File: src/logic/acc_consts.svh
// register map, field positions, reset values and timing counts of the conversion control
`ifndef ACC_CONSTS_SVH
`define ACC_CONSTS_SVH

// byte addresses of the register words
`define ACC_ADDR_CTRL     32'hFFFF0500
`define ACC_ADDR_POS      32'hFFFF0504
`define ACC_ADDR_NEG      32'hFFFF0508
`define ACC_ADDR_STAT     32'hFFFF050C
`define ACC_ADDR_DATA     32'hFFFF0510
`define ACC_ADDR_RST      32'hFFFF0514

// reset values
`define ACC_RST_CTRL      16'h0600
`define ACC_RST_POS       5'h00
`define ACC_RST_NEG       5'h01
`define ACC_CTRL_WMASK    16'h3FFF

// converter_control field positions
`define ACC_EDGE          13
`define ACC_DIV_HI        12
`define ACC_DIV_LO        10
`define ACC_ACQ_HI        9
`define ACC_ACQ_LO        8
`define ACC_EN            7
`define ACC_BUSY_EN       6
`define ACC_PWR           5
`define ACC_MODE_HI       4
`define ACC_MODE_LO       3
`define ACC_SRC_HI        2
`define ACC_SRC_LO        0

// status field positions
`define ACC_STAT_READY    0
`define ACC_STAT_PWR_OK   1

// trigger source codes
`define ACC_SRC_EXT       3'h0
`define ACC_SRC_TMR1      3'h1
`define ACC_SRC_TMR0      3'h2
`define ACC_SRC_SINGLE    3'h3
`define ACC_SRC_CONT      3'h4
`define ACC_SRC_LOGIC     3'h5

// input mode codes
`define ACC_MODE_DIFF     2'h1

// temperature channel and its forced timing codes
`define ACC_TEMP_CH       5'h10
`define ACC_TEMP_DIV      3'h5
`define ACC_TEMP_ACQ      2'h3
`define ACC_DIV_MAX       3'h5

// conversion timing in converter clocks
`define ACC_TRIALS        5'd12
`define ACC_EXTRA_LAST    5'd18

// power-up settling
`define ACC_CLK_NS        100
`define ACC_PWRUP_NS      5000
`define ACC_PWRUP_CYC     ((`ACC_PWRUP_NS + `ACC_CLK_NS - 1) / `ACC_CLK_NS)

`endif

File: src/logic/acc_pkg.sv
// types shared by the conversion control logic
package acc_pkg;

    // conversion sequencer states
    typedef enum logic [1:0] {
        ACC_IDLE,
        ACC_ACQ,
        ACC_CONV
    } acc_state_t;

    // trigger inputs from the rest of the chip
    typedef struct packed {
        logic ext_pin;
        logic tmr1_ovf;
        logic tmr0_ovf;
        logic logic_array_out;
    } acc_trig_t;

    // controls towards the converter core and multiplexer
    typedef struct packed {
        logic        power;
        logic        track;
        logic [1:0]  mode;
        logic [4:0]  pos_ch;
        logic [4:0]  neg_ch;
        logic [11:0] trial;
    } acc_core_t;

endpackage : acc_pkg

File: src/logic/acc_ctrl.sv
// conversion control, trigger, timing and result formatting with apb registers
//
// Implementation choice: register access over APB.
`timescale 1ns/1ns
`default_nettype none
`include "acc_consts.svh"

module acc_ctrl
    import acc_pkg::*;
(
    input  wire logic        pclk,          // bus and logic clock
    input  wire logic        presetn,       // asynchronous reset, active low
    input  wire logic        ce,            // clock enable, freezes all state
    input  wire logic        psel,          // apb select
    input  wire logic        penable,       // apb access phase
    input  wire logic        pwrite,        // apb direction
    input  wire logic [31:0] paddr,         // apb byte address
    input  wire logic [31:0] pwdata,        // apb write data
    output logic      [31:0] prdata,        // apb read data
    output logic             pready,        // apb ready
    output logic             pslverr,       // apb error on unmapped address
    input  wire acc_trig_t   trig,          // trigger sources
    input  wire logic        core_cmp,      // comparator: trial code not above input
    output acc_core_t        core_ctl,      // converter core controls
    output logic             conversion_busy_pin,    // busy indication
    output logic             conversion_busy_pin_oe  // busy pin drive enable
);

    // register state
    logic [15:0] converter_control;     // control word
    logic [4:0]  positive_input_select; // positive channel
    logic [4:0]  negative_input_select; // negative channel
    logic        result_ready_flag;     // result waiting
    logic [31:0] conversion_result;     // formatted result

    // sequencer state
    acc_state_t  state;                 // current phase
    logic [4:0]  div_cnt;               // converter clock prescaler
    logic [4:0]  phase_cnt;             // converter clocks in phase
    logic [11:0] sar;                   // trial code
    logic [4:0]  div_lim;               // latched divider limit
    logic [4:0]  acq_lim;               // latched acquisition limit
    logic        temp_conv;             // running a temperature conversion
    logic        temp_hold;             // temperature result not yet read
    logic        cont_run;              // continuous sequence active
    logic        trig_prev;             // previous trigger level
    logic        busy_q;                // registered busy pin
    logic [5:0]  pwr_cnt;               // power-up settling count
    logic        pwr_ok;                // settling done

    // decoded bus access
    logic        setup;                 // setup phase
    logic        access;                // access phase, completes this edge
    logic        wr;                    // write completes
    logic        rd;                    // read completes
    logic        hit_ctrl;              // address decodes
    logic        hit_pos;
    logic        hit_neg;
    logic        hit_stat;
    logic        hit_data;
    logic        hit_rst;
    logic        mapped;                // any register decoded
    logic        soft_rst;              // register-file reset pulse

    // control fields
    logic [2:0]  src;                   // trigger source
    logic        powered;               // normal mode
    logic        trig_sel;              // selected hardware trigger level
    logic        trig_hit;              // hardware trigger seen
    logic        start;                 // start conversion now
    logic        tick;                  // one converter clock elapsed
    logic        done;                  // conversion writes its result
    logic        temp_force;            // temperature timing in force
    logic [2:0]  div_code;              // divider code in use
    logic [1:0]  acq_code;              // acquisition code in use
    logic [4:0]  next_div_lim;          // divider limit for next start
    logic [4:0]  next_acq_lim;          // acquisition limit for next start
    logic [31:0] next_prdata;           // read mux
    logic [31:0] next_result;           // result word written at done

    // apb decode
    assign setup    = psel & ~penable;
    assign access   = psel & penable & ce;
    assign wr       = access & pwrite;
    assign rd       = access & ~pwrite;
    assign hit_ctrl = (paddr == `ACC_ADDR_CTRL);
    assign hit_pos  = (paddr == `ACC_ADDR_POS);
    assign hit_neg  = (paddr == `ACC_ADDR_NEG);
    assign hit_stat = (paddr == `ACC_ADDR_STAT);
    assign hit_data = (paddr == `ACC_ADDR_DATA);
    assign hit_rst  = (paddr == `ACC_ADDR_RST);
    assign mapped   = hit_ctrl | hit_pos | hit_neg | hit_stat | hit_data | hit_rst;
    assign soft_rst = wr & hit_rst;

    // zero wait states; frozen while the enable is low
    assign pready  = ce;
    assign pslverr = psel & penable & ~mapped;

    // field extraction
    assign src     = converter_control[`ACC_SRC_HI:`ACC_SRC_LO];
    assign powered = converter_control[`ACC_PWR];

    // source selection of hardware triggers
    always_comb
    begin
        unique case (src)
            `ACC_SRC_TMR1: trig_sel = trig.tmr1_ovf;
            `ACC_SRC_TMR0: trig_sel = trig.tmr0_ovf;
            `ACC_SRC_LOGIC: trig_sel = trig.logic_array_out;
            `ACC_SRC_EXT:  trig_sel = trig.ext_pin;
            default:       trig_sel = 1'b0;
        endcase
    end

    // edge or level detection
    assign trig_hit = converter_control[`ACC_EDGE] ? (trig_sel & ~trig_prev) : trig_sel;

    // start decision, software or hardware
    always_comb
    begin
        start = 1'b0;
        if (state == ACC_IDLE && powered && !soft_rst)
        begin
            unique case (src)
                // single shot, cleared afterwards
                `ACC_SRC_SINGLE: start = converter_control[`ACC_EN];
                // continuous keeps running once begun
                `ACC_SRC_CONT:   start = converter_control[`ACC_EN] | cont_run;
                // reserved codes never start
                3'h6, 3'h7:      start = 1'b0;
                default:         start = converter_control[`ACC_EN] & trig_hit;
            endcase
        end
    end

    // temperature channel timing override
    assign temp_force = (positive_input_select == `ACC_TEMP_CH) | temp_hold;
    assign div_code   = temp_force ? `ACC_TEMP_DIV
                                   : converter_control[`ACC_DIV_HI:`ACC_DIV_LO];
    assign acq_code   = temp_force ? `ACC_TEMP_ACQ
                                   : converter_control[`ACC_ACQ_HI:`ACC_ACQ_LO];

    // divisor 1 << code, reserved codes clamp to 32
    always_comb
    begin
        if (div_code > `ACC_DIV_MAX)
            next_div_lim = 5'h1F;
        else
            next_div_lim = 5'((6'h01 << div_code) - 6'h01);
    end

    // acquisition clocks 2 << code
    assign next_acq_lim = 5'((6'h02 << acq_code) - 6'h01);

    // converter clock tick
    assign tick = (state != ACC_IDLE) && (div_cnt == div_lim);
    assign done = tick && (state == ACC_CONV) && (phase_cnt == `ACC_EXTRA_LAST);

    // result formatting
    function automatic logic [31:0] acc_format(input logic [11:0] code,
                                               input logic        diff);
        logic [11:0] tc;
        logic [11:0] sh;
        tc = code ^ 12'h800;
        sh = {tc[11], tc[11:1]};
        if (diff)
            acc_format = {{4{sh[11]}}, sh, 16'h0000};
        else
            acc_format = {4'h0, code, 16'h0000};
    endfunction : acc_format

    // result word as written at the end of a conversion
    assign next_result = acc_format(sar,
        converter_control[`ACC_MODE_HI:`ACC_MODE_LO] == `ACC_MODE_DIFF);

    // converter_control register
    always_ff @(posedge pclk or negedge presetn)
    begin
        if (!presetn)
            converter_control <= `ACC_RST_CTRL;
        else if (ce)
        begin
            if (soft_rst)
                converter_control <= `ACC_RST_CTRL;
            else if (wr && hit_ctrl)
                converter_control <= pwdata[15:0] & `ACC_CTRL_WMASK;
            else if (done && src == `ACC_SRC_SINGLE)
                converter_control[`ACC_SRC_HI:`ACC_SRC_LO] <= `ACC_SRC_EXT;
        end
    end

    // channel select registers
    always_ff @(posedge pclk or negedge presetn)
    begin
        if (!presetn)
        begin
            positive_input_select <= `ACC_RST_POS;
            negative_input_select <= `ACC_RST_NEG;
        end
        else if (ce)
        begin
            if (soft_rst)
            begin
                positive_input_select <= `ACC_RST_POS;
                negative_input_select <= `ACC_RST_NEG;
            end
            else if (wr && hit_pos)
                positive_input_select <= pwdata[4:0];
            else if (wr && hit_neg)
                negative_input_select <= pwdata[4:0];
        end
    end

    // ready flag, set wins over the read clear
    always_ff @(posedge pclk or negedge presetn)
    begin
        if (!presetn)
            result_ready_flag <= 1'b0;
        else if (ce)
        begin
            if (done)
                result_ready_flag <= 1'b1;
            else if (soft_rst || (rd && hit_data))
                result_ready_flag <= 1'b0;
        end
    end

    // result register
    always_ff @(posedge pclk or negedge presetn)
    begin
        if (!presetn)
            conversion_result <= 32'h00000000;
        else if (ce)
        begin
            if (soft_rst)
                conversion_result <= 32'h00000000;
            else if (done)
                conversion_result <= next_result;
        end
    end

    // temperature hold until the result is read
    always_ff @(posedge pclk or negedge presetn)
    begin
        if (!presetn)
        begin
            temp_conv <= 1'b0;
            temp_hold <= 1'b0;
        end
        else if (ce)
        begin
            if (start)
                temp_conv <= (positive_input_select == `ACC_TEMP_CH);
            if (done && temp_conv)
                temp_hold <= 1'b1;
            else if (soft_rst || (rd && hit_data))
                temp_hold <= 1'b0;
        end
    end

    // continuous sequence tracking
    always_ff @(posedge pclk or negedge presetn)
    begin
        if (!presetn)
            cont_run <= 1'b0;
        else if (ce)
        begin
            if (soft_rst || !powered || src != `ACC_SRC_CONT)
                cont_run <= 1'b0;
            else if (start)
                cont_run <= 1'b1;
        end
    end

    // trigger history for edge mode
    always_ff @(posedge pclk or negedge presetn)
    begin
        if (!presetn)
            trig_prev <= 1'b0;
        else if (ce)
            trig_prev <= trig_sel;
    end

    // sequencer: acquisition, trials, write
    always_ff @(posedge pclk or negedge presetn)
    begin
        if (!presetn)
        begin
            state     <= ACC_IDLE;
            div_cnt   <= 5'h00;
            phase_cnt <= 5'h00;
            sar       <= 12'h000;
            div_lim   <= 5'h00;
            acq_lim   <= 5'h00;
        end
        else if (ce)
        begin
            if (soft_rst || !powered)
            begin
                // power-down or reset aborts
                state   <= ACC_IDLE;
                div_cnt <= 5'h00;
            end
            else if (start)
            begin
                // latch timing for this conversion
                state     <= ACC_ACQ;
                div_cnt   <= 5'h00;
                phase_cnt <= 5'h00;
                div_lim   <= next_div_lim;
                acq_lim   <= next_acq_lim;
            end
            else if (state != ACC_IDLE)
            begin
                div_cnt <= tick ? 5'h00 : div_cnt + 5'h01;
                if (tick)
                begin
                    unique case (state)
                        ACC_ACQ:
                        begin
                            if (phase_cnt == acq_lim)
                            begin
                                // sampling over, first trial
                                state     <= ACC_CONV;
                                phase_cnt <= 5'h00;
                                sar       <= 12'h800;
                            end
                            else
                                phase_cnt <= phase_cnt + 5'h01;
                        end
                        ACC_CONV:
                        begin
                            if (phase_cnt < `ACC_TRIALS)
                            begin
                                // keep or drop the bit, try the next
                                if (!core_cmp)
                                    sar[4'(11 - phase_cnt)] <= 1'b0;
                                if (phase_cnt < `ACC_TRIALS - 5'd1)
                                    sar[4'(10 - phase_cnt)] <= 1'b1;
                            end
                            if (done)
                                state <= ACC_IDLE;
                            else
                                phase_cnt <= phase_cnt + 5'h01;
                        end
                        default:
                            state <= ACC_IDLE;
                    endcase
                end
            end
        end
    end

    // power-up settling counter
    always_ff @(posedge pclk or negedge presetn)
    begin
        if (!presetn)
        begin
            pwr_cnt <= 6'h00;
            pwr_ok  <= 1'b0;
        end
        else if (ce)
        begin
            if (!powered || soft_rst)
            begin
                pwr_cnt <= 6'h00;
                pwr_ok  <= 1'b0;
            end
            else if (pwr_cnt == 6'(`ACC_PWRUP_CYC - 1))
                pwr_ok <= 1'b1;
            else
                pwr_cnt <= pwr_cnt + 6'h01;
        end
    end

    // busy pin, registered
    always_ff @(posedge pclk or negedge presetn)
    begin
        if (!presetn)
            busy_q <= 1'b0;
        else if (ce)
            busy_q <= converter_control[`ACC_BUSY_EN] &&
                      (start || (state != ACC_IDLE && !done));
    end

    assign conversion_busy_pin    = busy_q;
    assign conversion_busy_pin_oe = converter_control[`ACC_BUSY_EN];

    // read mux
    always_comb
    begin
        next_prdata = 32'h00000000;
        if (hit_ctrl)
            next_prdata = {16'h0000, converter_control};
        else if (hit_pos)
            next_prdata = {27'h0, positive_input_select};
        else if (hit_neg)
            next_prdata = {27'h0, negative_input_select};
        else if (hit_stat)
            next_prdata = {30'h0, pwr_ok, result_ready_flag};
        else if (hit_data)
            // a result written at this edge passes through, so the read clear never loses it
            next_prdata = done ? next_result : conversion_result;
    end

    // read data captured in the setup phase
    always_ff @(posedge pclk or negedge presetn)
    begin
        if (!presetn)
            prdata <= 32'h00000000;
        else if (ce && setup)
            prdata <= next_prdata;
    end

    // core controls
    assign core_ctl.power  = powered;
    assign core_ctl.track  = (state == ACC_ACQ);
    assign core_ctl.mode   = converter_control[`ACC_MODE_HI:`ACC_MODE_LO];
    assign core_ctl.pos_ch = positive_input_select;
    assign core_ctl.neg_ch = negative_input_select;
    assign core_ctl.trial  = sar;

endmodule : acc_ctrl
`default_nettype wire

File: config.mk
export PLATFORM = sky130hd
export DESIGN_NAME = acc_ctrl
export DESIGN_NICKNAME = d
export VERILOG_FILES = /design/src/logic/acc_pkg.sv /design/src/logic/acc_ctrl.sv
export VERILOG_INCLUDE_DIRS = /design/src /design/src/logic
export SDC_FILE = /design/constraint.sdc
export NUM_CORES = 1
export LEC_CHECK = 0
export ABC_AREA = 1
export BUFFER_PORTS_ARGS = -buffer_cell sky130_fd_sc_hd__buf_2
export CELL_PAD_IN_SITES_DETAIL_PLACEMENT = 2
export CELL_PAD_IN_SITES_GLOBAL_PLACEMENT = 2
export CORE_UTILIZATION = 35
export DETAILED_ROUTE_END_ITERATION = 12
export GPL_ROUTABILITY_DRIVEN = 0
export MAX_ROUTING_LAYER = met4
export PLACE_DENSITY_LB_ADDON = 0.1
export SYNTH_ARGS = -nofsm -noshare
export SYNTH_HDL_FRONTEND = slang
export SYNTH_SLANG_ARGS = --single-unit
File: constraint.sdc
create_clock -name pclk -period 4.3 [get_ports pclk]
set_input_delay 0.43 -clock pclk [delete_from_list [all_inputs] [get_ports pclk]]
set_output_delay 0.43 -clock pclk [all_outputs]
set_load 0.005 [all_outputs]
== After elaboration in Yosys (flattened, before gate mapping) ==
Cells that the tools add are included.
Cells by class
  add/sub/neg operators: 7
  $lt $le $gt $ge: 7
  eq/ne operators: 29
  shift operators: 2
  mux-type cells: 66
  bitwise gates (word level): 26
  reductions and logical operators: 56
Operators by type and width (number)
  32-bit 2-to-1 mux: 8
  32-bit == test (second input constant): 6
  12-bit 2-to-1 mux: 11
  5-bit 2-to-1 mux: 15
  12-bit case mux with 2 select lines: 1
  2-bit nonzero test: 11
  2-bit AND reduction: 10
  1-bit logical AND: 16
  16-bit 2-to-1 mux: 1
  2-bit 2-to-1 mux: 7
  13-bit 2-to-1 mux: 1
  12-bit AND: 1
  3-bit == test (second input constant): 4
  6-bit 2-to-1 mux: 2
  12-bit inverter: 1
  12-bit bitwise OR: 1
  3-bit nonzero test: 4
  1-bit 2-to-1 mux: 11
  5-bit by 1-bit adder with 5-bit output (second input constant): 2
  5-bit == test: 2
  5-bit == test (second input constant): 2
  4-bit by 5-bit less-than comparator with 1-bit output (second input constant): 2
  5-bit by 4-bit less-than comparator with 1-bit output (second input constant): 2
  5-bit case mux with 2 select lines: 1
  34 further kinds: 71
Word-level totals
  register bits after elaboration: 137
  input bits: 75
  output and inout bits: 62
  word-level logic and storage cells: 213

== Depth between registers and ports, before layout ==
  word-level depth: 19
  depth in mapped cells: 14
  mapped depth without buffers: 14

== Least setup slack after synthesis ==
No wires, ideal clock.
  path kind: reg2reg
  start point: register phase_cnt[0]
  end point: register conversion_result[28]
  library setup time: 125 ps
  arrival time: 1746 ps
  data required time: 4175 ps
  path slack: 2429 ps
  stages on the path, launching flop included: 9
  buffers on the path: 0
  clock period less this slack: 1871 ps
  cells stage by stage: dfrtp_1 inv_1 ha_1 nand2_1 nor3_2 nand4_2 or2_1 o21ai_0 o21ai_1
On the way
  cells in the longest elaborated chain, start to end: 4
Ends and longest elaborated chain
  start: declaration: line acc_ctrl.sv:39  | logic [4:0] phase_cnt;
  start signal: assignment: line acc_ctrl.sv:329  | phase_cnt <= phase_cnt + 5'h01;
  start signal: assignment: line acc_ctrl.sv:344  | phase_cnt <= phase_cnt + 5'h01;
  5-bit == test (no source line)
  1-bit logical AND: line acc_ctrl.sv:157  | assign done = tick && (state == ACC_CONV) && (phase_cnt == `ACC_EXTRA_LAST);
  32-bit 2-to-1 mux (2 in series)
  end signal: assignment: line acc_ctrl.sv:238  | conversion_result <= next_result;
  end: declaration: line acc_ctrl.sv:34  | logic [31:0] conversion_result;
Every way passes these cells.
A chain may end at the register's enable or synchronous reset.

== Final worst setup path ==
  start point: register phase_cnt[0]
  end point: register conversion_result[3]
Same word-level chain as after synthesis.

==> out/metrics.yaml <==
floorplanning:
  ios: 137
  num_rows: 51
  dieHeight_um: 144.2
  dieArea_um2: 20800
  initial_utilization: 0.3602
  die_w_um: 144.2
  core_area_um2: 19650
sta:
  tightest_slew_ns: 1.018
  setup_violations: 0
  fin_crit_ns: 3.059
  slew_viol_final: 0
  min_period_over_period: 0.7115
  finalSetupTns_ns: 0
  max_freq_mhz: 326.9
  finalHoldViolCount: 0
  fin_skew_ns: 0.01059
  rsz0062_at_grt: "false"
  timing.slew.headroom: 0.3191
worst_setup_path:
  critPathMostFrequentCell: "nand2_1"
  r2r_slack_ns: 1.24
  crit_slowest_cell: "nand2_1"
  cp.arrival_ns: 3.32
  r2r_end: "conversion_result[3]$_DFFE_PN0P_"
  worstRegToRegCells: 10
  crit_chain: "inv_1 -> ha_1 -> nand2_1 -> nor3_2 -> inv_2 -> nor2_2 -> buf_4 -> nand2_1 -> nand2_1 -> nor2_1"
  cp_max_fo: 29
  crit_path_start_kind: "register"
  r2r-start: "phase_cnt[0]$_DFFE_PN0P_"
  worst_setup_path_end_kind: "register"
  critical_path.endpoint: "conversion_result[3]$_DFFE_PN0P_"
  critPathKind: "register to register"
  cpPeakStageDelay_ns: 0.61
  cp-startpoint: "phase_cnt[0]$_DFFE_PN0P_"
  cp.required_ns: 4.56
logic_synthesis:
  synth_area_um2: 7079
  ys_seq_area_frac: 0.4742
  synth_cell_type_count: 47
  synth_nets: 975
  synthArstFlopShare: 1.000
  syn_area_per_cell_um2: 7.936
  synth_cells: 892
  synth_ff_type: "dfrtp_1"
  ys_ff_latch: 134
  yosysWarnings: 0
  synth_edf_count: 0
global_routing:
  grt_pass1_wl_um: 37670
  grt.overflow.total: 0
  antenna_found_initial: 0
  grt_max_degree: 85
  grt_pass1_vias: 7069
  grtUsageTotal: 0.2464
clock_tree:
  cts_setup_buffers: 0
  clk_pin_slew_ns: 0.06
  clkSinkCount: 134
  clockBufferDepth: 2
  ctsResizeCount: 0
  postCtsHoldBufs: 0
  clock_latency_ns: 0.43
  cts_max_level: 4
  tritoncts: "done"
  cts_root_buffer: "clkbuf_16"
  numCtsBuffers: 17
detailed_routing:
  detail-route-antenna-nets: 0
  first_pass_iters: 4
  drc: 0
  vias: 6489
  via_per_inst: 5.062
  drt_iter0_markers: 222
  wl_um: 23070
  avgRoutedWirePerCell_um: 18.00
power_and_ir_drop:
  peakVddDrop_v: 0.0002462
  p_leak_nw: 4.432
  total_power_w: 0.003977
  power.density_cell_area_nw_per_um2: 467.7
finish:
  synthToLayoutAreaGrowth_pct: 20.11
  nFillCells: 2326
  n_antenna_cell: 0
  fin_nets: 1087
  final_common_cell: "nand2_1"
  final_cells: 1282
  regArea_um2: 3357
  final_cell_mix: "252 x nand2_1, 131 x dfrtp_1, 117 x buf_2"
  drive_gt1_frac: 0.2035
  multi_input_area_um2: 3090
place:
  dp_hpwl_um: 16570
  portBuffers: 118
  dp_cells: 1250
outcome:
  run_status: "finished clean"
hold_path:
  hold_class: "input port to asynchronous set/reset pin"
job:
  max-cap-violations: 0
cell usage after synthesis, types with 3 or more instances:
cell type    n  area, µm²
ha_1         8      100.1
o21ai_2      8      70.07
buf_6        6      67.56
nor3_1       9      45.04
o22a_1       9      78.83
nand3_1     36      180.2
nand4_1     17      106.4
nor2_1      93      349.1
buf_4        6      45.04
a22o_1       3      26.28
dfrtp_1    131       3278
inv_1      102      382.9
a31oi_4      3      63.81
dfstp_2      3      78.83
nor3_2       3      30.03
inv_2        9      33.78
clkbuf_1    11      41.29
xor2_1      10      87.58
a21oi_1      9      45.04
o21ai_1     10      50.05
nor2_4       5      56.30
buf_2        6      30.03
nand2_1    252      945.9
clkinv_1     3      11.26
nor2_2       7      43.79
o21ai_0     74      370.4
a31oi_1     27      168.9
o22ai_1      5      31.28
flip-flops by register name, summed over array words and instances (netlist names), 6 cells and up:
name               count
prdata                32
pwr_cnt                6
sar                   12
conversion_result     32
converter_control     14
routing by layer:
layer / GRT usage / vias to the layer above / wire length (µm)
li1: - / 3103 / -
met5: - / - / 0
met1: 0.2952 / 3284 / 10520
met4: 0.06648 / 0 / 278
met3: 0.03709 / 19 / 488
met2: 0.4307 / 83 / 11780
cells by family (layout without fill, tap and decap cells):
| family | after synthesis | in the layout | synth area share |
|---|---|---|---|
| mux | 1 | 1 | 0.001414 |
| buf+inv | 145 | 270 | 0.08996 |
| xor+xnor | 11 | 11 | 0.01361 |
| simple gates | 436 | 436 | 0.2692 |
| compound gates | 157 | 157 | 0.1375 |
| flops | 134 | 134 | 0.4742 |
| fa+ha+maj | 8 | 8 | 0.01414 |
worst min-delay path by stage:
stage                           startpoint                      to  slack, ns  cells after the start
floorplan                          presetn  acq_lim[0]$_DFFE_PN0P_       0.13                      0
global placement    prdata[16]$_DFFE_PN0P_  prdata[16]$_DFFE_PN0P_       0.46                      2
detailed placement  prdata[16]$_DFFE_PN0P_  prdata[16]$_DFFE_PN0P_       0.47                      2
CTS                                presetn  prdata[29]$_DFFE_PN0P_        0.1                      1
global route                       presetn  prdata[31]$_DFFE_PN0P_       0.13                      1
finish                             presetn  prdata[15]$_DFFE_PN0P_       0.07                      1
power by group:
part           switching, W  leakage [nW]  total [W]  internal [W]
combinational      0.000512          2.54   0.000808      0.000296
clock              0.000596         0.317    0.00163       0.00103
sequential         0.000149          1.58    0.00154       0.00139
total               0.00126          4.43    0.00398       0.00272
critical path: cells and delay by family (launching register included):
kind	cells	cell delay [ns]
and+or+nand+nor	6	1.45
DFF	1	0.45
buffers and inverters	3	0.63
adders and majority gates	1	0.33
metrics by stage:
stage | hold slack [ns] | util | cell area [µm²] | worst slack (ns)
2_1_floorplan | 0.1344 | - | 7079 | 2.429
3_3_place_gp | 0.4579 | 0.3994 | 7849 | 1.298
3_5_place_dp | 0.4655 | 0.3994 | 7849 | 1.238
4_1_cts | 0.09836 | 0.4326 | 8503 | 1.217
5_1_grt | 0.1301 | 0.4326 | 8503 | 0.9264
6_report | 0.07207 | 0.4326 | 8503 | 1.241
cell type report:
type | instances | area share
sequential | 134 | 0.3948
multi-input combinational | 613 | 0.3634
timing repair buffer | 124 | 0.07549
inverter | 114 | 0.05032
clock buffer | 17 | 0.05003
tap | 265 | 0.03899
clock inverter | 15 | 0.02693
Power figures use the tool's default switching activity.
